[src/sfr_pkg.sv]
// Behaviour
// - each read sends command, then address, then dummy cycles, then reads data
// - with idle_clock_level clear, serial clock stays low while select is negated
// - with transmit_edge_select clear, outgoing SDR bits change on even clock edges
// - with receive_edge_select set, SDR data is sampled on even edges (falling when idle_clock_level is clear)
// - first bit, msb first, is presented before the first rising edge
// - device_count_field 00 selects one flash, 01 selects two in parallel
// - address and data width fields 00 select one line, 10 four lines; default four-line SDR
// - address_enable_field 0111 sends three address bytes, 1111 sends four
// - ddr enables clear run address/data SDR, set run them double data rate
// - command phase sends the 8-bit read_command_code, reset value ec
// - programmed dummy cycles sit between address and data; default field 001
// - any read command code, such as 0b, 0c, eb or ec, can be issued
package sfr_pkg;
  // register byte offsets
  localparam logic [7:0] OFS_COMMON = 8'h00;
  localparam logic [7:0] OFS_ENABLE = 8'h04;
  localparam logic [7:0] OFS_RATE = 8'h08;
  localparam logic [7:0] OFS_CMD = 8'h0c;
  localparam logic [7:0] OFS_DUMMY = 8'h10;
  localparam logic [7:0] OFS_ADDR = 8'h14;
  localparam logic [7:0] OFS_START = 8'h18;
  localparam logic [7:0] OFS_DATA = 8'h1c;
  // reset values and writable-bit masks
  localparam logic [31:0] RST_COMMON = 32'h0000_0004;
  localparam logic [31:0] RST_ENABLE = 32'h0000_0f2a;
  localparam logic [31:0] RST_RATE = 32'h0000_0000;
  localparam logic [31:0] RST_CMD = 32'h0000_00ec;
  localparam logic [31:0] RST_DUMMY = 32'h0000_0001;
  localparam logic [31:0] MSK_COMMON = 32'h0000_0037;
  localparam logic [31:0] MSK_ENABLE = 32'h0000_0f3f;
  localparam logic [31:0] MSK_RATE = 32'h0000_0007;
  localparam logic [31:0] MSK_CMD = 32'h0000_00ff;
  localparam logic [31:0] MSK_DUMMY = 32'h0000_0007;
  // field positions
  localparam int CC_IDLE_CLOCK_LEVEL = 0;
  localparam int CC_TRANSMIT_EDGE_SELECT = 1;
  localparam int CC_RECEIVE_EDGE_SELECT = 2;
  localparam int CC_BSZ = 4;
  localparam int RE_ADB = 0;
  localparam int RE_OPTION_WIDTH_FIELD = 2;
  localparam int RE_READ_DATA_WIDTH_FIELD = 4;
  localparam int RE_ADE = 8;
  localparam int RR_ADDR = 0;
  localparam int RR_OPT = 1;
  localparam int RR_DATA = 2;
  localparam int SR_BUSY = 0;
  localparam int SR_DONE = 1;
  // field encodings
  localparam logic [1:0] BSZ_DUAL = 2'h1;
  localparam logic [1:0] WID_QUAD = 2'h2;
  localparam logic [3:0] ADE_4B = 4'hf;
  // counts
  localparam logic [5:0] CMD_BITS = 6'h08;
  localparam logic [5:0] ADDR3_BITS = 6'h18;
  localparam logic [5:0] ADDR4_BITS = 6'h20;
  localparam logic [5:0] DATA_BITS = 6'h20;
  localparam logic [5:0] DMY_BASE = 6'h03;
  localparam int HALF_CYC = 6;
  // bus responses
  localparam logic [1:0] RESP_OKAY = 2'h0;
  localparam logic [1:0] RESP_SLVERR = 2'h2;
  typedef enum logic [2:0] {S_IDLE, S_CMD, S_ADDR, S_DUMMY, S_DATA, S_TAIL} sfr_state_e;
endpackage

[src/sfr_edge_gen.sv]
module sfr_edge_gen #(
  parameter int HALF = sfr_pkg::HALF_CYC
) (
  // clock and reset
  input wire logic clk_i,
  input wire logic rst_b_i,
  // control
  input wire logic run_i,
  output logic edge_o
);
  import sfr_pkg::*;

  logic [7:0] cnt_ff;
  logic [7:0] nxt_cnt;

  // restarts from zero each frame so the first edge keeps a full half period of setup
  always_comb begin
    nxt_cnt = 8'h00;
    if (run_i && cnt_ff != 8'(HALF - 1)) begin
      nxt_cnt = 8'(cnt_ff + 8'h01);
    end
  end

  always_ff @(posedge clk_i) begin
    if (!rst_b_i) begin
      cnt_ff <= 8'h00;
    end else begin
      cnt_ff <= nxt_cnt;
    end
  end

  assign edge_o = run_i && (cnt_ff == 8'(HALF - 1));
endmodule

[src/sfr_in_sync.sv]
module sfr_in_sync #(
  parameter int W = 8
) (
  // clock and reset
  input wire logic clk_i,
  input wire logic rst_b_i,
  // pin side and filtered side
  input wire logic [W-1:0] pin_i,
  output logic [W-1:0] filt_o
);
  import sfr_pkg::*;

  logic [W-1:0] s1_ff, s2_ff, s3_ff, filt_ff;
  logic [W-1:0] nxt_filt;

  // a change counts only once stages two and three agree
  always_comb begin
    nxt_filt = filt_ff;
    for (int i = 0; i < W; i++) begin
      if (s2_ff[i] == s3_ff[i]) begin
        nxt_filt[i] = s3_ff[i];
      end
    end
  end

  always_ff @(posedge clk_i) begin
    if (!rst_b_i) begin
      s1_ff <= '0;
      s2_ff <= '0;
      s3_ff <= '0;
      filt_ff <= '0;
    end else begin
      s1_ff <= pin_i;
      s2_ff <= s1_ff;
      s3_ff <= s2_ff;
      filt_ff <= nxt_filt;
    end
  end

  assign filt_o = filt_ff;
endmodule

[src/sfr_read_seq.sv]
// Local design decisions: the address map and register access over AXI4-Lite.
module sfr_read_seq #(
  parameter int HALF = sfr_pkg::HALF_CYC
) (
  // clock and reset
  input wire logic clk_i,
  input wire logic rst_b_i,
  // axi4-lite write
  input wire logic [7:0] s_axi_awaddr_i,
  input wire logic s_axi_awvalid_i,
  output logic s_axi_awready_o,
  input wire logic [31:0] s_axi_wdata_i,
  input wire logic [3:0] s_axi_wstrb_i,
  input wire logic s_axi_wvalid_i,
  output logic s_axi_wready_o,
  output logic [1:0] s_axi_bresp_o,
  output logic s_axi_bvalid_o,
  input wire logic s_axi_bready_i,
  // axi4-lite read
  input wire logic [7:0] s_axi_araddr_i,
  input wire logic s_axi_arvalid_i,
  output logic s_axi_arready_o,
  output logic [31:0] s_axi_rdata_o,
  output logic [1:0] s_axi_rresp_o,
  output logic s_axi_rvalid_o,
  input wire logic s_axi_rready_i,
  // flash pins
  output logic serial_clock_pin_o,
  output logic slave_select_pin_b_o,
  output logic [7:0] io_out_o,
  output logic [7:0] io_oe_o,
  input wire logic [7:0] io_in_i
);
  import sfr_pkg::*;

  // bus-side state
  logic [31:0] common_control_reg_ff, read_enable_reg_ff, read_rate_enable_reg_ff;
  logic [31:0] read_command_reg_ff, read_dummy_reg_ff, read_address_reg_ff;
  logic [31:0] nxt_common, nxt_enable, nxt_rate, nxt_cmd, nxt_dummy, nxt_addr;
  logic aw_got_ff, w_got_ff, bvalid_ff, rvalid_ff, start_ff;
  logic nxt_aw_got, nxt_w_got, nxt_bvalid, nxt_rvalid, nxt_start;
  logic [7:0] aw_addr_ff, nxt_aw_addr;
  logic [31:0] w_data_ff, nxt_w_data, rdata_ff, nxt_rdata;
  logic [3:0] w_strb_ff, nxt_w_strb;
  logic [1:0] bresp_ff, nxt_bresp, rresp_ff, nxt_rresp;

  // sequencer state
  sfr_state_e state_ff, nxt_state;
  logic [5:0] cnt_ff, nxt_cnt;
  logic [31:0] sh_ff, nxt_sh, rx_ff, nxt_rx, data_ff, nxt_data;
  logic primed_ff, odd_ff, sclk_ff, ssl_b_ff, done_ff;
  logic nxt_primed, nxt_odd, nxt_sclk, nxt_ssl_b, nxt_done;
  logic [7:0] out_ff, oe_ff, nxt_out, nxt_oe;

  // decoded configuration
  logic idle_clock_level, transmit_edge_select, receive_edge_select, dual, quad_a, quad_d, four_b, ddr_a, ddr_d;
  logic [5:0] addr_bits, addr_slots, data_samples, dummy_cyc;
  logic [2:0] dsh;
  logic busy, edge_w, launch, sample;
  logic [7:0] io_filt;
  logic [3:0] lanes, lane_oe;
  logic [31:0] rx_shift;

  assign idle_clock_level = common_control_reg_ff[CC_IDLE_CLOCK_LEVEL];
  assign transmit_edge_select = common_control_reg_ff[CC_TRANSMIT_EDGE_SELECT];
  assign receive_edge_select = common_control_reg_ff[CC_RECEIVE_EDGE_SELECT];
  assign dual = common_control_reg_ff[CC_BSZ+:2] == BSZ_DUAL;
  assign quad_a = read_enable_reg_ff[RE_ADB+:2] == WID_QUAD;
  assign quad_d = read_enable_reg_ff[RE_READ_DATA_WIDTH_FIELD+:2] == WID_QUAD;
  assign four_b = read_enable_reg_ff[RE_ADE+:4] == ADE_4B;
  assign ddr_a = read_rate_enable_reg_ff[RR_ADDR];
  assign ddr_d = read_rate_enable_reg_ff[RR_DATA];
  assign addr_bits = four_b ? ADDR4_BITS : ADDR3_BITS;
  assign addr_slots = quad_a ? (addr_bits >> 2) : addr_bits;
  assign dsh = (quad_d ? 3'h2 : 3'h0) + {2'h0, dual};
  assign data_samples = DATA_BITS >> dsh;
  assign dummy_cyc = {3'h0, read_dummy_reg_ff[2:0]} + DMY_BASE;
  assign busy = (state_ff != S_IDLE) || start_ff;

  sfr_edge_gen #(.HALF(HALF)) u_edge (
    .clk_i(clk_i),
    .rst_b_i(rst_b_i),
    .run_i(state_ff != S_IDLE),
    .edge_o(edge_w)
  );

  sfr_in_sync #(.W(8)) u_sync (
    .clk_i(clk_i),
    .rst_b_i(rst_b_i),
    .pin_i(io_in_i),
    .filt_o(io_filt)
  );

  // byte-lane merge for partial writes
  function automatic logic [31:0] merge(input logic [31:0] old, input logic [31:0] nw,
                                        input logic [3:0] strb, input logic [31:0] msk);
    logic [31:0] r;
    r = old;
    for (int i = 0; i < 4; i++) begin
      if (strb[i]) begin
        r[8*i+:8] = nw[8*i+:8];
      end
    end
    return r & msk;
  endfunction

  // bus handshakes; one write and one read in flight
  assign s_axi_awready_o = !aw_got_ff && !bvalid_ff;
  assign s_axi_wready_o = !w_got_ff && !bvalid_ff;
  assign s_axi_arready_o = !rvalid_ff;

  // bus next state; config is frozen while a read runs to avoid mid-frame changes
  always_comb begin
    nxt_common = common_control_reg_ff;
    nxt_enable = read_enable_reg_ff;
    nxt_rate = read_rate_enable_reg_ff;
    nxt_cmd = read_command_reg_ff;
    nxt_dummy = read_dummy_reg_ff;
    nxt_addr = read_address_reg_ff;
    nxt_aw_got = aw_got_ff;
    nxt_aw_addr = aw_addr_ff;
    nxt_w_got = w_got_ff;
    nxt_w_data = w_data_ff;
    nxt_w_strb = w_strb_ff;
    nxt_bvalid = bvalid_ff;
    nxt_bresp = bresp_ff;
    nxt_rvalid = rvalid_ff;
    nxt_rresp = rresp_ff;
    nxt_rdata = rdata_ff;
    nxt_start = 1'b0;
    if (s_axi_awvalid_i && s_axi_awready_o) begin
      nxt_aw_got = 1'b1;
      nxt_aw_addr = s_axi_awaddr_i;
    end
    if (s_axi_wvalid_i && s_axi_wready_o) begin
      nxt_w_got = 1'b1;
      nxt_w_data = s_axi_wdata_i;
      nxt_w_strb = s_axi_wstrb_i;
    end
    if (bvalid_ff && s_axi_bready_i) begin
      nxt_bvalid = 1'b0;
    end
    if (aw_got_ff && w_got_ff) begin
      nxt_aw_got = 1'b0;
      nxt_w_got = 1'b0;
      nxt_bvalid = 1'b1;
      nxt_bresp = RESP_OKAY;
      unique case (aw_addr_ff)
        OFS_COMMON: if (!busy) nxt_common = merge(common_control_reg_ff, w_data_ff, w_strb_ff,
                                                  MSK_COMMON);
        OFS_ENABLE: if (!busy) nxt_enable = merge(read_enable_reg_ff, w_data_ff, w_strb_ff,
                                                  MSK_ENABLE);
        OFS_RATE: if (!busy) nxt_rate = merge(read_rate_enable_reg_ff, w_data_ff, w_strb_ff,
                                              MSK_RATE);
        OFS_CMD: if (!busy) nxt_cmd = merge(read_command_reg_ff, w_data_ff, w_strb_ff,
                                            MSK_CMD);
        OFS_DUMMY: if (!busy) nxt_dummy = merge(read_dummy_reg_ff, w_data_ff, w_strb_ff,
                                                MSK_DUMMY);
        OFS_ADDR: if (!busy) nxt_addr = merge(read_address_reg_ff, w_data_ff, w_strb_ff,
                                              32'hffff_ffff);
        OFS_START: nxt_start = !busy && w_strb_ff[0] && w_data_ff[0];
        OFS_DATA: nxt_bresp = RESP_OKAY;
        default: nxt_bresp = RESP_SLVERR;
      endcase
    end
    if (rvalid_ff && s_axi_rready_i) begin
      nxt_rvalid = 1'b0;
    end
    if (s_axi_arvalid_i && s_axi_arready_o) begin
      nxt_rvalid = 1'b1;
      nxt_rresp = RESP_OKAY;
      unique case (s_axi_araddr_i)
        OFS_COMMON: nxt_rdata = common_control_reg_ff;
        OFS_ENABLE: nxt_rdata = read_enable_reg_ff;
        OFS_RATE: nxt_rdata = read_rate_enable_reg_ff;
        OFS_CMD: nxt_rdata = read_command_reg_ff;
        OFS_DUMMY: nxt_rdata = read_dummy_reg_ff;
        OFS_ADDR: nxt_rdata = read_address_reg_ff;
        OFS_START: nxt_rdata = {30'h0, done_ff, busy};
        OFS_DATA: nxt_rdata = data_ff;
        default: begin
          nxt_rdata = 32'h0000_0000;
          nxt_rresp = RESP_SLVERR;
        end
      endcase
    end
  end

  always_ff @(posedge clk_i) begin
    if (!rst_b_i) begin
      common_control_reg_ff <= RST_COMMON;
      read_enable_reg_ff <= RST_ENABLE;
      read_rate_enable_reg_ff <= RST_RATE;
      read_command_reg_ff <= RST_CMD;
      read_dummy_reg_ff <= RST_DUMMY;
      read_address_reg_ff <= 32'h0000_0000;
      aw_got_ff <= 1'b0;
      aw_addr_ff <= 8'h00;
      w_got_ff <= 1'b0;
      w_data_ff <= 32'h0000_0000;
      w_strb_ff <= 4'h0;
      bvalid_ff <= 1'b0;
      bresp_ff <= RESP_OKAY;
      rvalid_ff <= 1'b0;
      rresp_ff <= RESP_OKAY;
      rdata_ff <= 32'h0000_0000;
      start_ff <= 1'b0;
    end else begin
      common_control_reg_ff <= nxt_common;
      read_enable_reg_ff <= nxt_enable;
      read_rate_enable_reg_ff <= nxt_rate;
      read_command_reg_ff <= nxt_cmd;
      read_dummy_reg_ff <= nxt_dummy;
      read_address_reg_ff <= nxt_addr;
      aw_got_ff <= nxt_aw_got;
      aw_addr_ff <= nxt_aw_addr;
      w_got_ff <= nxt_w_got;
      w_data_ff <= nxt_w_data;
      w_strb_ff <= nxt_w_strb;
      bvalid_ff <= nxt_bvalid;
      bresp_ff <= nxt_bresp;
      rvalid_ff <= nxt_rvalid;
      rresp_ff <= nxt_rresp;
      rdata_ff <= nxt_rdata;
      start_ff <= nxt_start;
    end
  end

  assign s_axi_bvalid_o = bvalid_ff;
  assign s_axi_bresp_o = bresp_ff;
  assign s_axi_rvalid_o = rvalid_ff;
  assign s_axi_rresp_o = rresp_ff;
  assign s_axi_rdata_o = rdata_ff;

  // edge qualification; the first edge of a frame is odd
  assign launch = edge_w && ((state_ff == S_ADDR && ddr_a) || (odd_ff == transmit_edge_select));
  // flash drives from falling edges, so even-edge sampling gives a full period
  assign sample = edge_w && (ddr_d || (odd_ff != receive_edge_select));

  // incoming lanes: one line on io1/io5, four on io3:0/io7:4
  always_comb begin
    unique case ({quad_d, dual})
      2'b00: rx_shift = {rx_ff[30:0], io_filt[1]};
      2'b01: rx_shift = {rx_ff[29:0], io_filt[1], io_filt[5]};
      2'b10: rx_shift = {rx_ff[27:0], io_filt[3:0]};
      2'b11: rx_shift = {rx_ff[23:0], io_filt[3:0], io_filt[7:4]};
    endcase
  end

  // frame sequencer
  always_comb begin
    nxt_state = state_ff;
    nxt_cnt = cnt_ff;
    nxt_sh = sh_ff;
    nxt_rx = rx_ff;
    nxt_data = data_ff;
    nxt_primed = primed_ff;
    nxt_odd = odd_ff;
    nxt_sclk = sclk_ff;
    nxt_ssl_b = ssl_b_ff;
    nxt_done = done_ff;
    if (edge_w) begin
      nxt_odd = !odd_ff;
      nxt_sclk = !sclk_ff;
    end
    unique case (state_ff)
      S_IDLE: begin
        nxt_sclk = idle_clock_level;
        nxt_ssl_b = 1'b1;
        nxt_odd = 1'b1;
        if (start_ff) begin
          nxt_state = S_CMD;
          nxt_sh = {read_command_reg_ff[7:0], 24'h00_0000};
          nxt_cnt = CMD_BITS - 6'h01;
          nxt_primed = !transmit_edge_select;
          nxt_ssl_b = 1'b0;
          nxt_done = 1'b0;
        end
      end
      S_CMD, S_ADDR: begin
        if (launch) begin
          if (!primed_ff) begin
            nxt_primed = 1'b1;
          end else if (cnt_ff != 6'h00) begin
            nxt_cnt = cnt_ff - 6'h01;
            nxt_sh = (state_ff == S_ADDR && quad_a) ? (sh_ff << 4) : (sh_ff << 1);
          end else if (state_ff == S_CMD) begin
            nxt_state = S_ADDR;
            nxt_sh = four_b ? read_address_reg_ff : {read_address_reg_ff[23:0], 8'h00};
            nxt_cnt = addr_slots - 6'h01;
          end else begin
            nxt_state = S_DUMMY;
            nxt_cnt = dummy_cyc - 6'h01;
          end
        end
      end
      S_DUMMY: begin
        if (launch) begin
          if (cnt_ff != 6'h00) begin
            nxt_cnt = cnt_ff - 6'h01;
          end else begin
            nxt_state = S_DATA;
            nxt_cnt = data_samples - 6'h01;
          end
        end
      end
      S_DATA: begin
        if (sample) begin
          nxt_rx = rx_shift;
          if (cnt_ff == 6'h00) begin
            nxt_state = S_TAIL;
          end else begin
            nxt_cnt = cnt_ff - 6'h01;
          end
        end
      end
      S_TAIL: begin
        // one more edge may be needed so the clock rests at its idle level first
        if (sclk_ff == idle_clock_level) begin
          nxt_sclk = sclk_ff;
          nxt_state = S_IDLE;
          nxt_ssl_b = 1'b1;
          nxt_done = 1'b1;
          nxt_data = rx_ff;
        end
      end
      default: nxt_state = S_IDLE;
    endcase
  end

  // drive lanes from the next shift value so pins change with the clock edge
  always_comb begin
    lanes = (nxt_state == S_ADDR && quad_a) ? nxt_sh[31:28] : {3'h0, nxt_sh[31]};
    unique case (nxt_state)
      S_CMD: lane_oe = 4'h1;
      S_ADDR: lane_oe = quad_a ? 4'hf : 4'h1;
      default: lane_oe = 4'h0;
    endcase
    nxt_out = {dual ? lanes : 4'h0, lanes} & {dual ? lane_oe : 4'h0, lane_oe};
    nxt_oe = {dual ? lane_oe : 4'h0, lane_oe};
  end

  always_ff @(posedge clk_i) begin
    if (!rst_b_i) begin
      state_ff <= S_IDLE;
      cnt_ff <= 6'h00;
      sh_ff <= 32'h0000_0000;
      rx_ff <= 32'h0000_0000;
      data_ff <= 32'h0000_0000;
      primed_ff <= 1'b0;
      odd_ff <= 1'b1;
      sclk_ff <= 1'b0;
      ssl_b_ff <= 1'b1;
      done_ff <= 1'b0;
      out_ff <= 8'h00;
      oe_ff <= 8'h00;
    end else begin
      state_ff <= nxt_state;
      cnt_ff <= nxt_cnt;
      sh_ff <= nxt_sh;
      rx_ff <= nxt_rx;
      data_ff <= nxt_data;
      primed_ff <= nxt_primed;
      odd_ff <= nxt_odd;
      sclk_ff <= nxt_sclk;
      ssl_b_ff <= nxt_ssl_b;
      done_ff <= nxt_done;
      out_ff <= nxt_out;
      oe_ff <= nxt_oe;
    end
  end

  assign serial_clock_pin_o = sclk_ff;
  assign slave_select_pin_b_o = ssl_b_ff;
  assign io_out_o = out_ff;
  assign io_oe_o = oe_ff;
endmodule

[config.mk]
export PLATFORM = sky130hd
export DESIGN_NAME = sfr_read_seq
export DESIGN_NICKNAME = d
export VERILOG_FILES = /design/src/sfr_pkg.sv /design/src/sfr_edge_gen.sv /design/src/sfr_in_sync.sv /design/src/sfr_read_seq.sv
export SDC_FILE = /design/constraint.sdc
export NUM_CORES = 1
export LEC_CHECK = 0
export ABC_AREA = 1
export BUFFER_PORTS_ARGS = -buffer_cell sky130_fd_sc_hd__buf_2
export CAP_MARGIN = 20
export CORE_MARGIN = 1
export CORE_UTILIZATION = 45
export CTS_CLUSTER_DIAMETER = 60
export DETAILED_ROUTE_END_ITERATION = 16
export GPL_TIMING_DRIVEN = 0
export PLACE_DENSITY_LB_ADDON = 0.15
export SLEW_MARGIN = 20
export SYNTH_ARGS = -nofsm -noshare
export SYNTH_HDL_FRONTEND = slang
export SYNTH_HIERARCHICAL = 1
export SYNTH_SLANG_ARGS = --single-unit
[constraint.sdc]
create_clock -name clk_i -period 2.35 [get_ports clk_i]
set_clock_uncertainty 0.1 [all_clocks]
set_input_delay 0.235 -clock clk_i [delete_from_list [all_inputs] [get_ports clk_i]]
set_output_delay 0.235 -clock clk_i [all_outputs]
set_load 0.01 [all_outputs]
==> reports/results.tsv <==
metric	value	unit
status	completed	
core footprint	29720	µm²
WS Path Type	flip-flop to flip-flop	
CTS clk-pin slew, worst paths	0.06	ns
Top delay family on crit path	buffers and inverters	
HPWL Detailed	34.65	mm
combinational share of power	0.053	
largest net degree at the start of global routing	15	
first-pass GRT wire length	71.42	mm
vias per std cell	5.527	
hold depth	4	
Sequential Power Share	0.453	
Req. time, crit path	2.69	ns
switching share of power	0.2293	
Hold Vio Cnt, Final	0	
Unique masters post-synth	50	
final worst slack	0.1375	ns
CP max-delay cell	buf_2	
Setup crit end kind	flip-flop	
reg2reg path depth	8	
Sink Count	306	
commonest non-fill, non-tap cell in the layout	nand2_1	
Lkg Pwr	6.842	nW
Worst Tran Pin Value	1.146	ns
Post-Syn Instances	1861	
CTS tree	built	
full die area	31070	µm²
area post-placement	14770	µm²
routed len/inst	18.57	µm
Clk pwr share	0.494	
die width	176.3	µm
minimum clock period	2.212	ns
Synth Warn #	6	
RSZ-0062 raised after global routing	no	
post-layout instance area	16760	µm²
type of origin of the critical path	flip-flop	
period utilisation layout	0.9415	
critical path depth	8	
drt drc	0	
net switching power	0.002719	W
crit path cell chain	buf_4, inv_2, nand3_1, nor2_1, buf_2, clkbuf_1, o21ai_0, a21oi_1	
clock buffer depth	3	
vias	13800	
worst-path fanout max	10	
worst rel slew slack	0.2360	
# diodes	0	
fmax	0.4520	GHz
io pins	126	
DRC violation total after the first TritonRoute iteration	1343	
critical path data arrival time	2.56	ns
initial core utilization	0.4598	
Max stage delay on crit path	0.37	ns
area of the mapped netlist	13660	µm²
worst ir drop on vdd	0.5758	mV
Setup Viol. Count Final	0	
Async SR Flop Fraction	0	
setup TNS	0	ns
clock buffer count from CTS	35	
NumNets Final	2152	
Mapped Avg Cell Area	7.342	µm²
most frequent cells in the layout	347 x nand2_1, 304 x dfxtp_1, 218 x o21ai_0	
sequential cell area fraction in the yosys report	0.4483	
max cap viols	0	
fin util	0.5641	
H-tree Lvls	2	
CP bufs+invs	4	
Antenna Nets Post-Route	0	
Pint	0.009139	W
Total Wirelength	46.37	mm
die height	176.3	µm
Slew Limit Fails	0	
clk_lat worst skew	0.52	ns
Tot GR Track Use	0.2972	
Top FF cell, synth	dfxtp_1	
total gr overflow	0	
CTS root buffer	clkbuf_16	
port bufs	123	
number of global-route vias before repair	12820	
number of enable flip-flop cells after synthesis	0	
layout cells sized above 1	0.1519	
dpl ws	-0.3096	ns
synthesis-to-layout area growth	22.68	%
antenna violations before repair	0	
routability cong.	0.9784	
Power Density	707.4	nW/µm²
Cell Rows	63	
FF+latch count, synth	306	
Fillers	2847	
hold crit path type	input port to flip-flop	
drt pass-1 iters	6	
==> logic make-up after synthesis <==
| group | share of synthesized area |
|---|---|
| flops | 0.4483 |
| compound gates | 0.2463 |
| xor+xnor | 0.004487 |
| buf+inv | 0.09376 |
| simple gates | 0.2032 |
| fa+ha+maj | 0.003663 |
| other cells | 0.0002744 |
==> final cells by class <==
| type | count | area, µm² | area share |
|---|---|---|---|
| inverters | 208 | 789.5 | 0.04710 |
| clock inverters | 14 | 252.7 | 0.01508 |
| well taps | 390 | 488.0 | 0.02911 |
| repair buffers | 182 | 1196 | 0.07135 |
| multi-input cells | 1242 | 6397 | 0.3816 |
| plain buffers | 106 | 521.8 | 0.03112 |
| flip-flops and latches | 306 | 6128 | 0.3656 |
| clock buffers | 49 | 989.7 | 0.05904 |
==> sequential cells by signal (all words and copies together) (netlist names), 5 cells and up <==
| signal | flops |
|---|---|
| data_ff | 32 |
| read_address_reg_ff | 32 |
| rx_ff | 32 |
| s_axi_rdata_o | 32 |
| sh_ff | 32 |
| w_data_ff | 32 |
| read_enable_reg_ff | 10 |
| aw_addr_ff | 8 |
| io_out_o | 8 |
| read_command_reg_ff | 8 |
| u_edge/cnt_ff | 8 |
| u_sync/filt_o | 8 |
| u_sync/s1_ff | 8 |
| u_sync/s2_ff | 8 |
| u_sync/s3_ff | 8 |
| cnt_ff | 6 |
| common_control_reg_ff | 5 |
==> through the flow <==
step	std cells	power (W)	hold WS, ns
2_1_floorplan	1862	0.005774	0.2326
3_3_place_gp	2375	0.006017	0.2953
3_5_place_dp	2375	0.006026	0.2988
4_1_cts	2493	0.01190	0.01075
5_1_grt	2497	0.01220	0.05816
6_report	2497	0.01186	0.01382
==> tightest hold or removal path: stages <==
cell and delay, ns:
buf_2 0.08, nand2_1 0.07, o21ai_0 0.16, a21oi_1 0.05
==> path summary, 6_finish.rpt <==
path,startpoint,end,slack [ns]
hold / removal,s_axi_awvalid_i,aw_addr_ff[2],0.01
hold reg to reg,u_sync/s1_ff[5],u_sync/s2_ff[5],0.31
setup / recovery,state_ff[1],data_ff[13],0.14
setup reg to reg,state_ff[1],data_ff[13],0.14
==> synth_stat cells (17+ instances only) <==
cell type / instances / share of area
nand2_1: 351 / 0.096
dfxtp_1: 306 / 0.45
o21ai_0: 218 / 0.080
a21oi_1: 214 / 0.078
nor2_1: 194 / 0.053
inv_1: 192 / 0.053
clkbuf_1: 66 / 0.018
nand3_1: 43 / 0.016
o22ai_1: 34 / 0.016
a221oi_1: 31 / 0.020
buf_2: 18 / 0.0066
o211ai_1: 18 / 0.0099
a211oi_1: 17 / 0.0093
nor3_1: 17 / 0.0062
==> timing repair <==
item	CTS	global route
endpoints found under the setup margin	68	83
resized for setup	7	49
setup buffers	0	4
cloned	0	0
endpoints found under the hold margin	56	0
pin swaps	1	5
hold buffers	55	0
==> layer usage <==
metal  GRT usage  vias to the layer above  routed length [µm]
met2      0.4879                      499               21500
met5           0                        -                   0
met3     0.04393                       93                3059
li1            -                     6644                   -
met1      0.3992                     6566               20470
met4     0.09674                        0                1343
==> power groups by stage <==
stage	clock network, W	registers [W]	logic (W)
after detailed placement	0	0.00548	0.000541
after floorplan	0	0.00546	0.000318
after global routing	0.00614	0.00538	0.000680
after global placement	0	0.00548	0.000534
final	0.00586	0.00537	0.000625
after CTS	0.00592	0.00537	0.000613
No activity file was read; power rests on OpenSTA's default activity.
